**config.mk**
```make
export PLATFORM = sky130hd
export DESIGN_NAME = converter_control
export DESIGN_NICKNAME = d
export VERILOG_FILES = /design/src/verilog/converter_control_pkg.sv /design/src/verilog/ref_slew_ramp.sv /design/src/verilog/converter_control.sv
export SDC_FILE = /design/constraint.sdc
export NUM_CORES = 1
export LEC_CHECK = 0
export ABC_CLOCK_PERIOD_IN_PS = 3040
export BUFFER_PORTS_ARGS = -buffer_cell sky130_fd_sc_hd__buf_2
export CORE_MARGIN = 4
export CORE_UTILIZATION = 30
export CTS_BUF_LIST = sky130_fd_sc_hd__clkbuf_16
export CTS_CLUSTER_DIAMETER = 150
export DETAILED_ROUTE_END_ITERATION = 10
export GPL_ROUTABILITY_DRIVEN = 0
export PLACE_DENSITY_LB_ADDON = 0.15
export SLEW_MARGIN = 40
export SYNTH_ARGS = -nofsm -noshare
export SYNTH_HDL_FRONTEND = slang
export SYNTH_SLANG_ARGS = --single-unit
```
**constraint.sdc**
```tcl
create_clock -name clk -period 3.04 [get_ports clk]
set_clock_uncertainty 0.15 [all_clocks]
set_input_delay 0.304 -clock clk [delete_from_list [all_inputs] [get_ports clk]]
set_output_delay 0.304 -clock clk [all_outputs]
set_load 0.02 [all_outputs]
```
**src/verilog/converter_control_pkg.sv**
```systemverilog
// Purpose: Shared constants and carrier types for the converter control register block.
// Assumes: 100 MHz core clock, 8-bit registers reached through a byte-wide register access port.
// Notes:   Field layout of the control register is carried by sys_ctrl_type, most significant field first.
package converter_control_pkg;

    // ------------------------------------------------------------------
    // Register map
    // ------------------------------------------------------------------
    localparam logic [7:0] REF_SELECT_ADDR     = 8'h00;
    localparam logic [7:0] SYS_CTRL_ONE_ADDR   = 8'h01;
    localparam logic [7:0] REF_SELECT_RESET    = 8'h9e;
    localparam logic [7:0] SYS_CTRL_ONE_RESET  = 8'ha6;
    localparam logic [7:0] READ_ZERO           = 8'h00;
    localparam int         REF_W               = 7;
    localparam int         SLEW_W              = 3;

    // ------------------------------------------------------------------
    // Timing
    // ------------------------------------------------------------------
    localparam int CLK_PERIOD_NS          = 10;
    localparam int REF_STEP_UV            = 4000;
    localparam int SLEW_CODE3_UV_PER_US   = 10000;
    localparam int SLEW_CODE7_UV_PER_NS_X1000 = 625;
    localparam int SLEW_CODE_REF          = 3;
    localparam int STEP_NS_CODE3          = (REF_STEP_UV * 1000) / SLEW_CODE3_UV_PER_US;
    localparam int STEP_CYCLES_CODE3      = (STEP_NS_CODE3 + CLK_PERIOD_NS - 1) / CLK_PERIOD_NS;
    localparam int STEP_CYCLES_CODE0      = STEP_CYCLES_CODE3 >> SLEW_CODE_REF;
    localparam int STEP_CNT_W             = 12;
    localparam int HICCUP_OFF_CYCLES_DEF  = 1000;
    localparam int HICCUP_CNT_W           = 16;

    // ------------------------------------------------------------------
    // Carriers
    // ------------------------------------------------------------------
    typedef struct packed {
        logic              converter_on;
        logic              scaling_go;
        logic [SLEW_W-1:0] slew_select;
        logic              overvoltage_recovery_select;
        logic              overcurrent_response_select;
        logic              light_load_pwm;
    } sys_ctrl_type;

    typedef struct packed {
        logic       wr;
        logic       rd;
        logic [7:0] addr;
        logic [7:0] data;
    } reg_access_type;

    typedef struct packed {
        logic over_voltage;
        logic over_current;
        logic under_voltage;
        logic supply_good;
    } fault_pins_type;

endpackage

```
**src/verilog/ref_slew_ramp.sv**
```systemverilog
// Purpose: Linear ramp of the reference code toward its target, one 4 mV code per step period.
// Assumes: Step period doubles with each slew code; code 3 is 10 mV/us, code 7 is 0.625 mV/us.
// Notes:   The ramp chases the target continuously, so a target change mid-ramp simply redirects it.
`timescale 1ns/1ns
`default_nettype none
module ref_slew_ramp (
    input  wire logic                                     clk,
    input  wire logic                                     rst_n,
    input  wire logic                                     clk_en,
    input  wire logic                                     clear,
    input  wire logic [converter_control_pkg::REF_W-1:0]  target,
    input  wire logic [converter_control_pkg::SLEW_W-1:0] slew_code,
    output logic      [converter_control_pkg::REF_W-1:0]  current_ff,
    output logic                                          at_target
);

    logic [converter_control_pkg::STEP_CNT_W-1:0] step_cnt_ff;
    logic [converter_control_pkg::STEP_CNT_W-1:0] nxt_step_cnt;
    logic [converter_control_pkg::REF_W-1:0]      nxt_current;
    wire  [converter_control_pkg::STEP_CNT_W-1:0] step_period;
    wire                                          step_due;
    wire                                          going_up;

    // ------------------------------------------------------------------
    // Step timing
    // ------------------------------------------------------------------
    assign step_period = converter_control_pkg::STEP_CNT_W'(converter_control_pkg::STEP_CYCLES_CODE0)
                         << slew_code;
    assign at_target   = (current_ff == target);
    assign going_up    = (target > current_ff);
    assign step_due    = (step_cnt_ff == step_period - 1'b1);

    always_comb begin
        nxt_step_cnt = step_cnt_ff;
        nxt_current  = current_ff;
        if (clear || at_target) begin
            nxt_step_cnt = '0;
            if (clear) begin
                nxt_current = converter_control_pkg::REF_SELECT_RESET[converter_control_pkg::REF_W-1:0];
            end
        end else if (step_due) begin
            nxt_step_cnt = '0;
            nxt_current  = going_up ? current_ff + 1'b1 : current_ff - 1'b1;
        end else begin
            nxt_step_cnt = step_cnt_ff + 1'b1;
        end
    end

    always_ff @(posedge clk or negedge rst_n) begin
        if (!rst_n) begin
            step_cnt_ff <= '0;
            current_ff  <= converter_control_pkg::REF_SELECT_RESET[converter_control_pkg::REF_W-1:0];
        end else if (clk_en) begin
            step_cnt_ff <= nxt_step_cnt;
            current_ff  <= nxt_current;
        end
    end
endmodule
`default_nettype wire

```
**src/verilog/converter_control.sv**
```systemverilog
// Purpose: Control register of a step-down converter with reference scaling, light-load mode and protection policy.
// Assumes: A serial front end delivers decoded byte accesses on the same clock; enable and fault pins are asynchronous.
// Notes:   The enable pin acts as a global reset of the register file and of the serial access path.
//
// Summary of operation
// With the enable pin high, clearing the on bit stops both switches and setting it again resumes switching.
// With the enable pin low the converter is off and no register access is taken or answered.
// The on bit resets to one so the converter runs by default once the enable pin is high.
// Writes to the reference setting are taken only while the scaling go flag, reset zero, is set.
// When a commanded reference change has finished slewing, the go flag clears itself.
// While the go flag is set PWM is forced, and afterwards the light-load mode bit decides again.
// The host sets the go flag, writes the reference, and polls the flag for zero before the next change.
// During a change the reference ramps linearly at the rate of the three-bit slew field, reset 100.
// Slew code 011 gives 10 mV/us and code 111 gives 0.625 mV/us.
// With the recovery bit at one, its reset value, switching resumes once over-voltage goes away.
// With the recovery bit at zero, an over-voltage latches the converter off until supply or enable toggles.
// With the over-current response bit at one, its reset value, over-current with under-voltage starts hiccup.
// With the over-current response bit at zero, over-current with under-voltage latches the converter off.
// The light-load mode bit selects automatic PFM/PWM when zero, its reset value, and forced PWM when one.
// The gated reference value is the low seven bits of register 00.
// The host updates a register with start, device address, register address byte and one data byte.
// A protection latch-off holds until the supply drops or the enable pin goes low, either of which clears it.
`timescale 1ns/1ns
`default_nettype none
module converter_control #(
    parameter int HICCUP_OFF_CYCLES = converter_control_pkg::HICCUP_OFF_CYCLES_DEF
) (
    input  wire logic                                    clk,
    input  wire logic                                    rstn,
    input  wire logic                                    clk_en,
    input  wire logic                                    enable_pin,
    input  wire converter_control_pkg::fault_pins_type   fault_pins,
    input  wire converter_control_pkg::reg_access_type   reg_access,
    output logic      [7:0]                              reg_rdata_ff,
    output logic                                         reg_rvalid_ff,
    output logic                                         serial_active_ff,
    output logic                                         high_side_switch_enable_ff,
    output logic                                         low_side_switch_enable_ff,
    output logic                                         forced_pwm_ff,
    output logic                                         hiccup_active_ff,
    output logic                                         latched_off_ff,
    output logic      [converter_control_pkg::REF_W-1:0] reference_code_ff
);

    // ------------------------------------------------------------------
    // Reset and pin synchronisers
    // ------------------------------------------------------------------
    logic       rst_meta_ff;
    logic       rst_n_sync_ff;
    logic [4:0] pin_meta_ff;
    logic [4:0] pin_sync_ff;

    always_ff @(posedge clk or negedge rstn) begin
        if (!rstn) begin
            rst_meta_ff   <= 1'b0;
            rst_n_sync_ff <= 1'b0;
        end else if (clk_en) begin
            rst_meta_ff   <= 1'b1;
            rst_n_sync_ff <= rst_meta_ff;
        end
    end

    // The first stage feeds only the second; all logic reads pin_sync_ff.
    always_ff @(posedge clk or negedge rst_n_sync_ff) begin
        if (!rst_n_sync_ff) begin
            pin_meta_ff <= 5'h00;
            pin_sync_ff <= 5'h00;
        end else if (clk_en) begin
            pin_meta_ff <= {enable_pin, fault_pins};
            pin_sync_ff <= pin_meta_ff;
        end
    end

    converter_control_pkg::fault_pins_type faults;
    wire enable_sync;
    assign enable_sync = pin_sync_ff[4];
    assign faults      = pin_sync_ff[3:0];

    // ------------------------------------------------------------------
    // Register access decode
    // ------------------------------------------------------------------
    converter_control_pkg::sys_ctrl_type ctrl_ff;
    converter_control_pkg::sys_ctrl_type nxt_ctrl;
    logic [7:0] ref_select_ff;
    logic [7:0] nxt_ref_select;
    logic       ramp_pending_ff;
    wire        ramp_at_target;
    wire        ramp_done;
    wire        wr_ctrl;
    wire        wr_ref;
    wire        rd_take;
    wire [7:0]  rd_mux;

    assign wr_ctrl   = reg_access.wr && enable_sync
                       && (reg_access.addr == converter_control_pkg::SYS_CTRL_ONE_ADDR);
    assign wr_ref    = reg_access.wr && enable_sync && ctrl_ff.scaling_go
                       && (reg_access.addr == converter_control_pkg::REF_SELECT_ADDR);
    assign rd_take   = reg_access.rd && enable_sync;
    assign ramp_done = ramp_pending_ff && ramp_at_target;
    assign rd_mux    = (reg_access.addr == converter_control_pkg::REF_SELECT_ADDR)   ? ref_select_ff :
                       (reg_access.addr == converter_control_pkg::SYS_CTRL_ONE_ADDR) ? ctrl_ff :
                       converter_control_pkg::READ_ZERO;

    // Only the low seven bits are writable; the reserved top bit keeps its reset value.
    assign nxt_ref_select = wr_ref ? {converter_control_pkg::REF_SELECT_RESET[7], reg_access.data[6:0]}
                                   : ref_select_ff;

    always_comb begin
        nxt_ctrl = ctrl_ff;
        if (ramp_done) begin
            nxt_ctrl.scaling_go = 1'b0;
        end
        // A host write lands after the self-clear, so a new go set in the same cycle wins.
        if (wr_ctrl) begin
            nxt_ctrl = reg_access.data;
        end
    end

    always_ff @(posedge clk or negedge rst_n_sync_ff) begin
        if (!rst_n_sync_ff) begin
            ctrl_ff         <= converter_control_pkg::SYS_CTRL_ONE_RESET;
            ref_select_ff   <= converter_control_pkg::REF_SELECT_RESET;
            ramp_pending_ff <= 1'b0;
        end else if (clk_en) begin
            if (!enable_sync) begin
                ctrl_ff         <= converter_control_pkg::SYS_CTRL_ONE_RESET;
                ref_select_ff   <= converter_control_pkg::REF_SELECT_RESET;
                ramp_pending_ff <= 1'b0;
            end else begin
                ctrl_ff         <= nxt_ctrl;
                ref_select_ff   <= nxt_ref_select;
                ramp_pending_ff <= wr_ref || (ramp_pending_ff && !ramp_at_target);
            end
        end
    end

    always_ff @(posedge clk or negedge rst_n_sync_ff) begin
        if (!rst_n_sync_ff) begin
            reg_rdata_ff     <= 8'h00;
            reg_rvalid_ff    <= 1'b0;
            serial_active_ff <= 1'b0;
        end else if (clk_en) begin
            reg_rdata_ff     <= rd_take ? rd_mux : 8'h00;
            reg_rvalid_ff    <= rd_take;
            serial_active_ff <= enable_sync;
        end
    end

    // ------------------------------------------------------------------
    // Reference ramp
    // ------------------------------------------------------------------
    ref_slew_ramp u_ramp (
        .clk        (clk),
        .rst_n      (rst_n_sync_ff),
        .clk_en     (clk_en),
        .clear      (!enable_sync),
        .target     (ref_select_ff[converter_control_pkg::REF_W-1:0]),
        .slew_code  (ctrl_ff.slew_select),
        .current_ff (reference_code_ff),
        .at_target  (ramp_at_target)
    );

    // ------------------------------------------------------------------
    // Protection and switching
    // ------------------------------------------------------------------
    logic [converter_control_pkg::HICCUP_CNT_W-1:0] hiccup_cnt_ff;
    wire  running;
    wire  ocp_uvp;
    wire  latch_clear;
    wire  latch_event;
    wire  hiccup_start;
    wire  nxt_switch;
    wire  nxt_forced_pwm;

    assign running      = enable_sync && ctrl_ff.converter_on;
    assign ocp_uvp      = faults.over_current && faults.under_voltage;
    assign latch_clear  = !enable_sync || !faults.supply_good;
    assign latch_event  = running && ((faults.over_voltage && !ctrl_ff.overvoltage_recovery_select)
                                      || (ocp_uvp && !ctrl_ff.overcurrent_response_select));
    assign hiccup_start = running && ocp_uvp && ctrl_ff.overcurrent_response_select && !hiccup_active_ff;
    // Over-voltage, supply loss or over-current with under-voltage stops switching at once; with recovery selected it resumes when the fault goes away.
    assign nxt_switch   = running && faults.supply_good && !faults.over_voltage && !ocp_uvp
                          && !latched_off_ff && !latch_event && !hiccup_active_ff;
    assign nxt_forced_pwm = ctrl_ff.scaling_go || ctrl_ff.light_load_pwm; // see

    always_ff @(posedge clk or negedge rst_n_sync_ff) begin
        if (!rst_n_sync_ff) begin
            latched_off_ff   <= 1'b0;
            hiccup_active_ff <= 1'b0;
            hiccup_cnt_ff    <= '0;
        end else if (clk_en) begin
            latched_off_ff <= !latch_clear && (latched_off_ff || latch_event);
            if (!enable_sync) begin
                hiccup_active_ff <= 1'b0;
                hiccup_cnt_ff    <= '0;
            end else if (hiccup_start) begin
                hiccup_active_ff <= 1'b1;
                hiccup_cnt_ff    <= converter_control_pkg::HICCUP_CNT_W'(HICCUP_OFF_CYCLES - 1);
            end else if (hiccup_active_ff) begin
                hiccup_cnt_ff    <= hiccup_cnt_ff - 1'b1;
                hiccup_active_ff <= (hiccup_cnt_ff != '0);
            end
        end
    end

    always_ff @(posedge clk or negedge rst_n_sync_ff) begin
        if (!rst_n_sync_ff) begin
            high_side_switch_enable_ff <= 1'b0;
            low_side_switch_enable_ff  <= 1'b0;
            forced_pwm_ff              <= 1'b0;
        end else if (clk_en) begin
            high_side_switch_enable_ff <= nxt_switch;
            low_side_switch_enable_ff  <= nxt_switch;
            forced_pwm_ff              <= nxt_forced_pwm;
        end
    end
endmodule
`default_nettype wire

```
---- Yosys cells after proc, flatten, opt, wreduce, memory -nomap -nowiden ----
Cells that the tools add are included.
storage, ports and cells
  word-level logic and storage cells ...... 105
  flip-flop bits (word level) ............. 78
  bits of input ports ..................... 26
  output and inout port bits .............. 22
operators by class
  muxes and demuxes ....................... 21
  equality and inequality tests ........... 8
  shifts and indexed selects .............. 1
  order comparisons ....................... 1
  add/sub/neg operators ................... 5
  reductions and logical operators ........ 47
operator list
  cell                                                  count
  two-way mux 8 bit                                     7
  two-way mux 16 bit                                    3
  two-way mux 7 bit                                     4
  two-way mux 12 bit                                    2
  logical AND 1 bit                                     22
  nonzero test 16 bit                                   1
  subtractor 16 x 1 -> 16 bit (second input constant)   1
  adder 12 x 1 -> 12 bit (second input constant)        1
  equality test 12 bit                                  1
  left shift 3 x 3 -> 12 bit (first input constant)     1
  subtractor 12 x 1 -> 12 bit (second input constant)   1
  zero test 1 bit                                       11
  equality test 8 x 1 -> 1 bit (second input constant)  1
  zero test 8 bit                                       1
  AND reduction 2 bit                                   4
  adder 7 x 1 -> 7 bit (second input constant)          1
  equality test 7 bit                                   1
  greater-than comparator 7 bit                         1
  subtractor 7 x 1 -> 7 bit (second input constant)     1
  logical OR 1 bit                                      6
  two-way mux 1 bit                                     5
  != test 2 x 1 -> 1 bit (second input constant)        2
  != test 3 x 1 -> 1 bit (second input constant)        1
  != test 3 x 2 -> 1 bit (second input constant)        1
  other kinds (3)                                       3

---- Logic depth before layout (Yosys ltp) ----
Gate-level depths: netlist of run 1.
  word-level depth ........................ 7
  gate-level depth with buffers ........... 13

---- Modules after synthesis ----
From an unflattened synthesis of run 1, not the netlist that was laid out.
unflattened totals
  cells, all modules ...................... 454
  area total of the unflattened synthesis .. 4388.0 um^2
by module, submodules not included
  module             cells an instance  sequential area each (um^2)  instances  area each (um^2)
  converter_control  277                1461.4                       1          2813.9
  ref_slew_ramp      177                480.5                        1          1574.0

---- Least setup slack after synthesis of run 1 ----
No wires, ideal clock.
  path type ............................... register -> register
  start ................................... register u_ramp.current_ff[4] (netlist name)
  end ..................................... register u_ramp.current_ff[6] (netlist name)
  path slack .............................. -0.328 ns
  required time ........................... 2.811 ns
  clock period less this slack ............ 3.368 ns
  setup time .............................. 0.079 ns
  cell stages (with the launch flop) ...... 13
  data arrival time ....................... 3.138 ns
  cell sequence ........................... dfstp_2 inv_1 ha_1 a211oi_1 nor2_1 o31ai_1 ha_1 a211oi_1 o21bai_1 a21oi_1 xor2_1 a31oi_1 a2bb2oi_1
on the way
  cells in the longest elaborated chain, start to end .. 4
  elaborated cells between the ends (all ways) .. 11
  classes of those cells .................. 2 x add/sub; 1 x order compare; 2 x eq/ne; 3 x mux; 3 x reduce/logical
ends and longest elaborated chain
  element                                                          line                                      text
  start, declared                                                  ref_slew_ramp.sv:13                       output logic [converter_control_pkg::REF_W-1:0] current_ff,
  start signal, assigned                                           ref_slew_ramp.sv:52                       current_ff <= converter_control_pkg::REF_SELECT_RESET[converter_control_pkg::REF_W-1:0];
  start signal, assigned                                           ref_slew_ramp.sv:55                       current_ff <= nxt_current;
  subtractor 7 x 1 -> 7 bit, or another cell as far along          ref_slew_ramp.sv:43                       nxt_current = going_up ? current_ff + 1'b1 : current_ff - 1'b1;
  two-way mux 7 bit / logical OR 1 bit (equally long branches)     ref_slew_ramp.sv:43, ref_slew_ramp.sv:36
  two-way mux 7 bit, or another cell as far along                  ref_slew_ramp.sv:41                       end else if (step_due) begin
  two-way mux 7 bit / AND reduction 3 bit (equally long branches)  --
Parallel ways exist; a longest one is shown, timed or not. The select of a mux whose other input is x is not followed.
A chain may end at the register's enable or synchronous reset.

---- Worst setup path after layout of run 1 ----
  start ................................... register ref_select_ff[4]
  end ..................................... register u_ramp.current_ff[6] (netlist name)
on the way
  cells in the longest elaborated chain, start to end .. 4
  elaborated cells between the ends (all ways) .. 9
  classes of those cells .................. 1 x order compare; 2 x eq/ne; 3 x mux; 3 x reduce/logical
ends and longest elaborated chain
  element                                                                      line                                      text
  start, declared                                                              converter_control.sv:84                   logic [7:0] ref_select_ff;
  start signal, assigned                                                       converter_control.sv:122                  ref_select_ff <= converter_control_pkg::REF_SELECT_RESET;
  start signal, assigned                                                       converter_control.sv:127                  ref_select_ff <= converter_control_pkg::REF_SELECT_RESET;
  start signal, assigned                                                       converter_control.sv:131                  ref_select_ff <= nxt_ref_select;
  greater-than comparator 7 bit / equality test 7 bit (equally long branches)  ref_slew_ramp.sv:30, ref_slew_ramp.sv:29
  two-way mux 7 bit / logical OR 1 bit (equally long branches)                 ref_slew_ramp.sv:43, ref_slew_ramp.sv:36
  two-way mux 7 bit, or another cell as far along                              ref_slew_ramp.sv:41
  two-way mux 7 bit / AND reduction 3 bit (equally long branches)              --
Parallel ways exist; a longest one is shown, timed or not. The select of a mux whose other input is x is not followed.

==> run_results.csv, run 1 <==
group,metric,value,unit
final_layout,final_cells,687,
setup_path,cp_top_family,"compound AO/OA/AOI/OAI gates",
hold_path,hold_depth,2,
grt,grt_util_all_layers,14.3,%
synth,synth_ff_type,"dfrtp_1",
pwr,power.density,673,nW/µm²
setup_path,path_max_fanout,5,
sta,max_freq,0.327,GHz
drt,initialDrtViolationCount,157,
drt,drt_wl_total,11.3,mm
setup_path,start_kind,"register",
drt,detail-route-antenna-nets,0,
clock_tree,cts.sinks,77,
sta,whs,0.0239,ns
outcome,status,"complete, but fails checks",
synth,syn_nets,491,
sta,layout_min_cycle_time,3.06,ns
final_layout,final_layout_size_suffix_gt1_share,26.2,%
setup_path,cp.depth,11,
final_layout,num-fill-cells,1417,
placed_design,port_buffers,47,
setup_path,critPathArrivalTime,3.19,ns
die,num_rows,43,
hold_path,hold_end,"pin_meta_ff[2]",
clock_tree,clockRootBuffer,"clkbuf_16",
setup_path,crit_required,3.17,ns
synth,yosysMostFrequentCell,"dfrtp_1",
synth,synthCells,450,
placed_design,hpwl,7.97,mm
hold_path,hold_path_class,"primary input to register",
pwr,p_leak,2.24,nW
sta,worstMarginPinSlew,0.671,ns
setup_path,cp_slowest_cell,"dfstp_2",
clock_tree,clockBufferDepth,2,
synth,synth_area_leaders,"dfrtp_1 38%, dfstp_2 7.3%, ha_1 4.0%",
synth,yosys.area.top_type_share,37.5,%
hold_path,hp-start,"fault_pins[2]",
clock_tree,clkSlewWorstSetupHoldPaths,0.07,ns
drt,drtPass1Iterations,4,
setup_path,cp.buffers_inverters,0,
sta,tns,-0.0166,ns
sta,slew_headroom,55.3,%
setup_path,regToRegEndpoint,"u_ramp.current_ff[6]",
drt,post_drt_wl_per_cell,16.4,µm
final_layout,syn_to_final_growth,20.9,%
sta,timing.final.crit_share,101,%
sta,setup_slack,-0.0166,ns
sta,drv_slew,0,
synth,synth_commonest_cells,"65 x dfrtp_1, 43 x nand2_1, 33 x nor2_1, 24 x nand3_1",
setup_path,r2r_start,"ref_select_ff[4]",
synth,synth-edff-count,0,
setup_path,worstSetupEndpointType,"register",
clock_tree,numCtsBuffers,9,
final_layout,register_area,1950,µm²
die,die_width,128,µm
final_layout,nNetsFinal,543,
setup_path,criticalPathCategory,"register to register",
die,die_area,16400,µm²
synth,yosysTopAreaCell,"dfrtp_1",
die,ios,48,
placed_design,dp_slack,-0.0523,ns
pwr,peakVddDrop,0.438,mV
die,start_util,30.9,%
sta,hold_viol,0,
clock_tree,clkLatencyLatePin,0.36,ns
setup_path,reg2regPathDepth,11,
final_layout,multi_input_area,2280,µm²
clock_tree,h-tree-depth,3,
die,core_area,14000,µm²
clock_tree,cts_tree,"done",
die,fp.dieH,128,µm
grt,grt_pass1_vias,3643,
synth,synth_seq_cells,77,
synth,ys_types,64,
grt,antenna_found_initial,0,
synth,ys_warn_count,0,
placed_design,placed_cells_incl_taps,667,
grt,grt_pass1_wl,18.6,mm
drt,via_count,3578,
outcome,violations,"setup timing",
drt,drc_errors,0,
synth,syn_area_per_cell,9.64,µm²
final_layout,diodes,0,
grt,grt-ovfl-total,0,
setup_path,reg2reg_slack,-0.02,ns
sta,setup_viol,1,
synth,syn_area,4340,µm²
grt,grt_max_degree,42,
synth,seq_area_frac_synth,44.8,%
job,timing.max_cap.violations,0,
sta,rsz0062_at_grt,"yes",
drt,via_per_inst,5.21,
pwr,power,3.53,mW
setup_path,slowest_delay,0.57,ns
setup_path,crit_chain,"ha_4 > a211oi_2 > nor2_2 > o31ai_4 > ha_4 > a211oi_2 > o21bai_1 > a21oi_1 > xor2_1 > a31oi_1 > a2bb2oi_2",
synth,async_flop_share,100,%
flip-flops by register name, indices dropped and copies added (netlist names):
signal and cells:
serial_active_ff 1, rst_n_sync_ff 1, ramp_pending_ff 1, hiccup_cnt_ff 16
reg_rdata_ff 8, pin_sync_ff 5, ref_select_ff 7, latched_off_ff 1
u_ramp.step_cnt_ff 12, reg_rvalid_ff 1, pin_meta_ff 5, low_side_switch_enable_ff 1
hiccup_active_ff 1, u_ramp.current_ff 7, rst_meta_ff 1, ctrl_ff 8
forced_pwm_ff 1
metal layers:
metal	global-route usage (%)	part of all wire, %	vias up
li1	-	-	1734
met1	18.7	47	1774
met2	22.7	48	57
met3	4.21	3.7	13
met4	4.93	1.3	0
met5	0	0	-
worst max-delay path by stage:
stage	to	slack [ns]	startpoint
floorplan	u_ramp.current_ff[6]	-0.04	u_ramp.current_ff[4]
global placement	u_ramp.current_ff[6]	0.02	u_ramp.current_ff[2]
detailed placement	u_ramp.current_ff[6]	-0.05	u_ramp.current_ff[2]
CTS	u_ramp.current_ff[6]	0.02	u_ramp.current_ff[2]
global route	u_ramp.current_ff[6]	-0.19	u_ramp.current_ff[4]
finish	u_ramp.current_ff[6]	-0.02	ref_select_ff[4]
report_power, final:
| group | internal (mW) | total [mW] | switching, mW |
|---|---|---|---|
| clock | 0.583 | 1.09 | 0.511 |
| sequential | 1.16 | 1.29 | 0.136 |
| combinational | 0.536 | 1.14 | 0.604 |
through the flow:
stage	area [µm²]	util, %
floorplan	4350	-
global placement	4800	34.2
detailed placement	4800	34.2
CTS	5190	37.0
global route	5240	37.3
finish	5240	37.3
timing repair:
action                                 CTS  global route
pin swaps                                7            16
gates resized for setup                  9             8
hold buffers                             1             0
endpoints found under the hold margin    2             0
setup endpoints to repair                2             3
setup buffers                            2             1
layout by cell type, fill, tap and decap left out, types with 3 or more instances in the layout:
master,n
ha_1,9
o21ai_0,12
nor3_1,9
inv_8,3
clkbuf_16,9
nor4_1,3
inv_1,21
mux2i_1,8
a21o_1,7
a22oi_1,9
nor2_1,32
ha_4,5
nand2b_1,5
nand3b_1,4
buf_2,47
o21ai_1,6
a2bb2oi_1,4
or2_2,3
dfrtp_1,64
dfstp_2,12
a22o_1,6
nand4_1,6
xor2_1,4
nand2_1,43
mux2_2,10
o31ai_1,4
nand3_1,24
buf_4,19
and2_1,3
a21oi_2,4
o2bb2ai_1,10
and3_1,5
a31oi_1,11
xnor2_1,14
a21oi_1,18
area by class of cell:
class | instances | area share [%]
Tap cell | 180 | 4.30
Inverter | 23 | 1.65
Multi-Input combinational cell | 323 | 43.6
Clock buffer | 9 | 4.30
Timing Repair Buffer | 68 | 7.61
Clock inverter | 7 | 1.46
Sequential cell | 77 | 37.1
kinds of logic after synthesis:
logic type               count (synthesis)  synth area share (%)
flip-flops                              77                  44.8
AND/OR/NAND/NOR                        159                  18.5
adder cells (fa/ha/maj)                 15                  4.50
AO/OA/AOI/OAI                          113                  19.0
buffers and inverters                   50                  5.19
XOR/XNOR                                18                  3.64
multiplexers                            18                  4.44
No activity file was read; power rests on OpenSTA's default activity.
==> inputs of run 2 (changes only) <==
Settings changed: BUFFER_PORTS_ARGS -buffer_cell sky130_fd_sc_hd__buf_2 to default, DONT_BUFFER_PORTS from default to 1.
==> run_results.csv, run 2 (synthesis results as in run 1) <==
group,metric,value,unit
sta,setup_slack,0.0264,ns
outcome,status,"finished clean",
clock_tree,clockRootBuffer,"clkbuf_16",
final_layout,largest_register_ffs,16,
pwr,power.density,677,nW/µm²
setup_path,crit_chain,"inv_2 > ha_4 > a211oi_2 > nor2_1 > o31ai_4 > buf_6 > buf_4 > ha_4 > a21o_1 > a21oi_2 > o21bai_1 > a21oi_2 > xor2_2 > o31ai_4",
drt,via_per_inst,5.27,
sta,drv_slew,0,
sta,worstMarginPinSlew,0.642,ns
final_layout,final_common_cell,"dfrtp_1",
grt,antenna_found_initial,0,
final_layout,final_layout_size_suffix_gt1_share,18.7,%
clock_tree,cts.sinks,77,
pwr,power,3.50,mW
clock_tree,clkSlewWorstSetupHoldPaths,0.06,ns
sta,slew_headroom,57.2,%
drt,initialDrtViolationCount,181,
sta,hold_viol,0,
grt,grt-ovfl-total,0,
setup_path,critPathCapture,"u_ramp.current_ff[5]",
grt,grt_util_all_layers,14.1,%
final_layout,reg_top3,"hiccup_cnt_ff (16), u_ramp.step_cnt_ff (12)",
setup_path,regToRegEndpoint,"u_ramp.current_ff[5]",
grt,grt_max_degree,41,
drt,via_count,3454,
die,core_area,14000,µm²
setup_path,r2r_start,"u_ramp.current_ff[4]",
pwr,p_leak,2.10,nW
die,fp.dieH,128,µm
clock_tree,clockBufferDepth,2,
clock_tree,clkLatencyLatePin,0.33,ns
grt,grt_pass1_wl,18.5,mm
die,num_rows,43,
sta,setup_viol,0,
drt,detail-route-antenna-nets,0,
placed_design,dp_slack,-0.0508,ns
setup_path,cp_top_family,"compound AO/OA/AOI/OAI gates",
setup_path,slowest_delay,0.54,ns
clock_tree,numCtsBuffers,9,
final_layout,layout_common_cells,"64 x dfrtp_1, 43 x nand2_1, 33 x nor2_1",
final_layout,regMostFlops,"hiccup_cnt_ff",
setup_path,critPathArrivalTime,3.07,ns
clock_tree,h-tree-depth,3,
drt,drc_errors,0,
setup_path,cp.depth,14,
setup_path,reg2regPathDepth,14,
final_layout,nNetsFinal,512,
hold_path,hold_path_class,"primary input to register",
job,timing.max_cap.violations,0,
final_layout,diodes,0,
setup_path,reg2reg_slack,0.03,ns
drt,post_drt_wl_per_cell,17.2,µm
placed_design,port_buffers,0,
setup_path,cp_slowest_cell,"dfstp_2",
die,die_area,16400,µm²
grt,grt_pass1_vias,3393,
setup_path,crit_required,3.10,ns
setup_path,criticalPathCategory,"register to register",
sta,layout_min_cycle_time,3.01,ns
sta,whs,0.0179,ns
sta,timing.final.crit_share,99.1,%
clock_tree,cts_tree,"done",
setup_path,start_kind,"register",
die,ios,48,
setup_path,path_max_fanout,3,
sta,max_freq,0.332,GHz
setup_path,crit_path_start,"u_ramp.current_ff[4]",
drt,drtPass1Iterations,4,
sta,rsz0062_at_grt,"yes",
drt,drt_wl_total,11.3,mm
die,start_util,30.9,%
setup_path,cp.buffers_inverters,3,
final_layout,syn_to_final_growth,19.2,%
die,die_width,128,µm
pwr,peakVddDrop,0.398,mV
setup_path,worstSetupEndpointType,"register",
placed_design,hpwl,7.82,mm
run 2: cell type report:
type,count,area (µm²)
Tap cell,180,225
Timing Repair Buffer,37,333
Sequential cell,77,1950
Multi-Input combinational cell,323,2290
Clock buffer,9,225
Inverter,23,86.3
Clock inverter,7,67.6
Fill cell,1426,8870
run 2: power breakdown:
group | leakage (nW) | internal [mW] | switching [mW]
registers | 0.986 | 1.16 | 0.155
clock network | 0.143 | 0.631 | 0.428
logic | 0.970 | 0.536 | 0.592
run 2: worst min-delay path by stage:
stage,start,endpoint,depth (start not counted)
after floorplan,rstn,rst_meta_ff,0
after global placement,rstn,rst_meta_ff,0
after detailed placement,rstn,rst_meta_ff,0
after CTS,reg_access[1],ref_select_ff[1],2
after global routing,reg_access[1],ref_select_ff[1],2
final,reg_access[1],ref_select_ff[1],2
run 2: repair_timing:
action                                  CTS  global route
pin swaps                                 7            13
hold buffers                             15             0
endpoints found under the setup margin    2             3
gates resized for setup                   5            15
buffers inserted                          0             4
hold endpoints to repair                 38             0
run 2: through the flow:
stage | std cells | area [µm²] | utilization, % | setup TNS, ns
4_1_cts | 652 | 5060 | 36.1 | 0
5_1_grt | 656 | 5170 | 36.8 | -0.162
3_3_place_gp | 621 | 4580 | 32.6 | 0
6_report | 656 | 5170 | 36.8 | 0
3_5_place_dp | 621 | 4580 | 32.6 | -0.0741
2_1_floorplan | 450 | 4350 | - | -0.0675
run 2: metal layers:
metal	up-vias	share of wire [%]	global-route usage, %	routed length (µm)
li1	1656	-	-	-
met1	1717	48	20.2	5420
met2	71	47	21.1	5240
met3	10	4.2	3.50	468
met4	0	1.2	4.24	139
met5	-	0	0	0
==> inputs of run 3 (changes only) <==
Settings changed: ABC_CLOCK_PERIOD_IN_PS 3040 to 3560.
Clock period 3.04 ns to 3.56 ns, I/O delays scaled along.
==> run_results.csv, run 3 (synthesis results as in run 1) <==
group,metric,value,unit
final_layout,diodes,0,
grt,grt_pass1_wl,18.4,mm
die,num_rows,43,
setup_path,criticalPathCategory,"register to register",
setup_path,regToRegEndpoint,"u_ramp.current_ff[6]",
outcome,status,"finished clean",
pwr,power.density,574,nW/µm²
setup_path,critPathArrivalTime,3.25,ns
setup_path,start_kind,"register",
placed_design,placed_cells_incl_taps,614,
drt,via_per_inst,5.30,
placed_design,port_buffers,0,
sta,setup_viol,0,
sta,timing.final.crit_share,89.2,%
sta,drv_slew,0,
placed_design,hpwl,7.42,mm
setup_path,path_max_fanout,7,
final_layout,final_layout_size_suffix_gt1_share,12.9,%
die,die_area,16400,µm²
pwr,p_leak,2.04,nW
grt,grt_max_degree,52,
grt,grt_pass1_vias,3450,
clock_tree,h-tree-depth,3,
clock_tree,cts_tree,"done",
die,fp.dieH,128,µm
final_layout,layout_common_cells,"64 x dfrtp_1, 43 x nand2_1, 33 x nor2_1",
final_layout,multi_input_area,2180,µm²
clock_tree,clkLatencyLatePin,0.34,ns
die,start_util,30.9,%
drt,via_count,3421,
sta,layout_min_cycle_time,3.17,ns
setup_path,critPathCapture,"u_ramp.current_ff[6]",
grt,grt-ovfl-total,0,
drt,drc_errors,0,
drt,initialDrtViolationCount,221,
die,core_area,14000,µm²
die,die_width,128,µm
sta,slew_headroom,55.3,%
grt,antenna_found_initial,0,
sta,rsz0062_at_grt,"no",
clock_tree,clkSlewWorstSetupHoldPaths,0.06,ns
final_layout,largest_register_ffs,16,
final_layout,final_common_cell,"dfrtp_1",
die,ios,48,
final_layout,reg_top3,"hiccup_cnt_ff (16), u_ramp.step_cnt_ff (12)",
setup_path,cp_slowest_cell,"dfstp_2",
clock_tree,cts.sinks,77,
sta,worstMarginPinSlew,0.668,ns
setup_path,crit_path_start,"u_ramp.current_ff[4]",
drt,post_drt_wl_per_cell,16.6,µm
final_layout,final_cells,645,
clock_tree,clockBufferDepth,2,
final_layout,register_area,1950,µm²
drt,detail-route-antenna-nets,0,
drt,drtPass1Iterations,5,
setup_path,worstSetupEndpointType,"register",
setup_path,reg2regPathDepth,12,
hold_path,hp-start,"clk_en",
hold_path,hold_path_class,"primary input to register",
job,timing.max_cap.violations,0,
sta,max_freq,0.315,GHz
setup_path,slowest_delay,0.52,ns
sta,whs,0.0222,ns
final_layout,nNetsFinal,501,
clock_tree,numCtsBuffers,9,
clock_tree,clockRootBuffer,"clkbuf_16",
drt,drt_wl_total,10.7,mm
grt,grt_util_all_layers,14.1,%
final_layout,syn_to_final_growth,14.5,%
setup_path,r2r_start,"u_ramp.current_ff[4]",
setup_path,crit_required,3.63,ns
final_layout,regMostFlops,"hiccup_cnt_ff",
final_layout,finish.utilization,35.4,%
sta,hold_viol,0,
setup_path,crit_chain,"inv_1 > ha_1 > a211oi_1 > nor2_1 > o31ai_4 > ha_1 > a211oi_1 > o21bai_1 > a21oi_1 > xor2_1 > nor3_1 > a2bb2oi_1",
pwr,peakVddDrop,0.331,mV
setup_path,reg2reg_slack,0.39,ns
final_layout,num-fill-cells,1441,
==> run 3: layout make-up <==
cell class,count,share of cell area (%)
Clock buffer,9,4.54
Clock inverter,7,1.36
Inverter,23,1.74
Multi-Input combinational cell,323,44.0
Sequential cell,77,39.2
Tap cell,180,4.54
Timing Repair Buffer,26,4.69
==> run 3: power by group <==
| group | leakage [nW] | total [mW] | internal (mW) | switching [mW] |
|---|---|---|---|---|
| combinational | 0.905 | 0.814 | 0.369 | 0.445 |
| clock | 0.144 | 0.916 | 0.539 | 0.376 |
| sequential | 0.986 | 1.12 | 0.987 | 0.135 |
==> run 3: worst min-delay path by stage <==
stage,to,slack (ns),cells after the start
after floorplan,rst_meta_ff,-0.09,0
after global placement,rst_meta_ff,-0.09,0
after detailed placement,rst_meta_ff,-0.09,0
after CTS,pin_sync_ff[4],0.005,1
after global routing,pin_meta_ff[4],0.0003,1
final,pin_sync_ff[4],0.02,1
==> run 3: layer usage <==
metal	GRT usage [%]	wire (µm)
met1	19.3	5080
met2	21.2	4980
met3	4.33	575
met4	4.31	97
met5	0	0
==> run 3: what timing repair did <==
action                                  4_1_cts  5_1_grt
endpoints found under the setup margin        0        1
gates resized for setup                       0        1
endpoints found under the hold margin        32        0
setup buffers                                 0        0
hold buffers                                 15        0
==> run 3: through the flow <==
step	cell area, µm²	setup WS (ns)	total power [mW]	setup TNS [ns]
floorplan	4340	0.192	1.75	0
global placement	4510	-0.0172	1.91	-0.0172
detailed placement	4510	0.223	1.92	0
CTS	4960	0.210	2.88	0
global route	4970	0.166	3.05	0
finish	4970	0.385	2.85	0
==> run 3: worst max-delay path, delay by kind of cell (launching register included) <==
| family | cells | cell delay (ns) |
|---|---|---|
| fa+ha+maj | 2 | 0.66 |
| xor+xnor | 1 | 0.23 |
| buf+inv | 1 | 0.05 |
| flops | 1 | 0.52 |
| simple gates | 2 | 0.19 |
| compound gates | 6 | 1.27 |
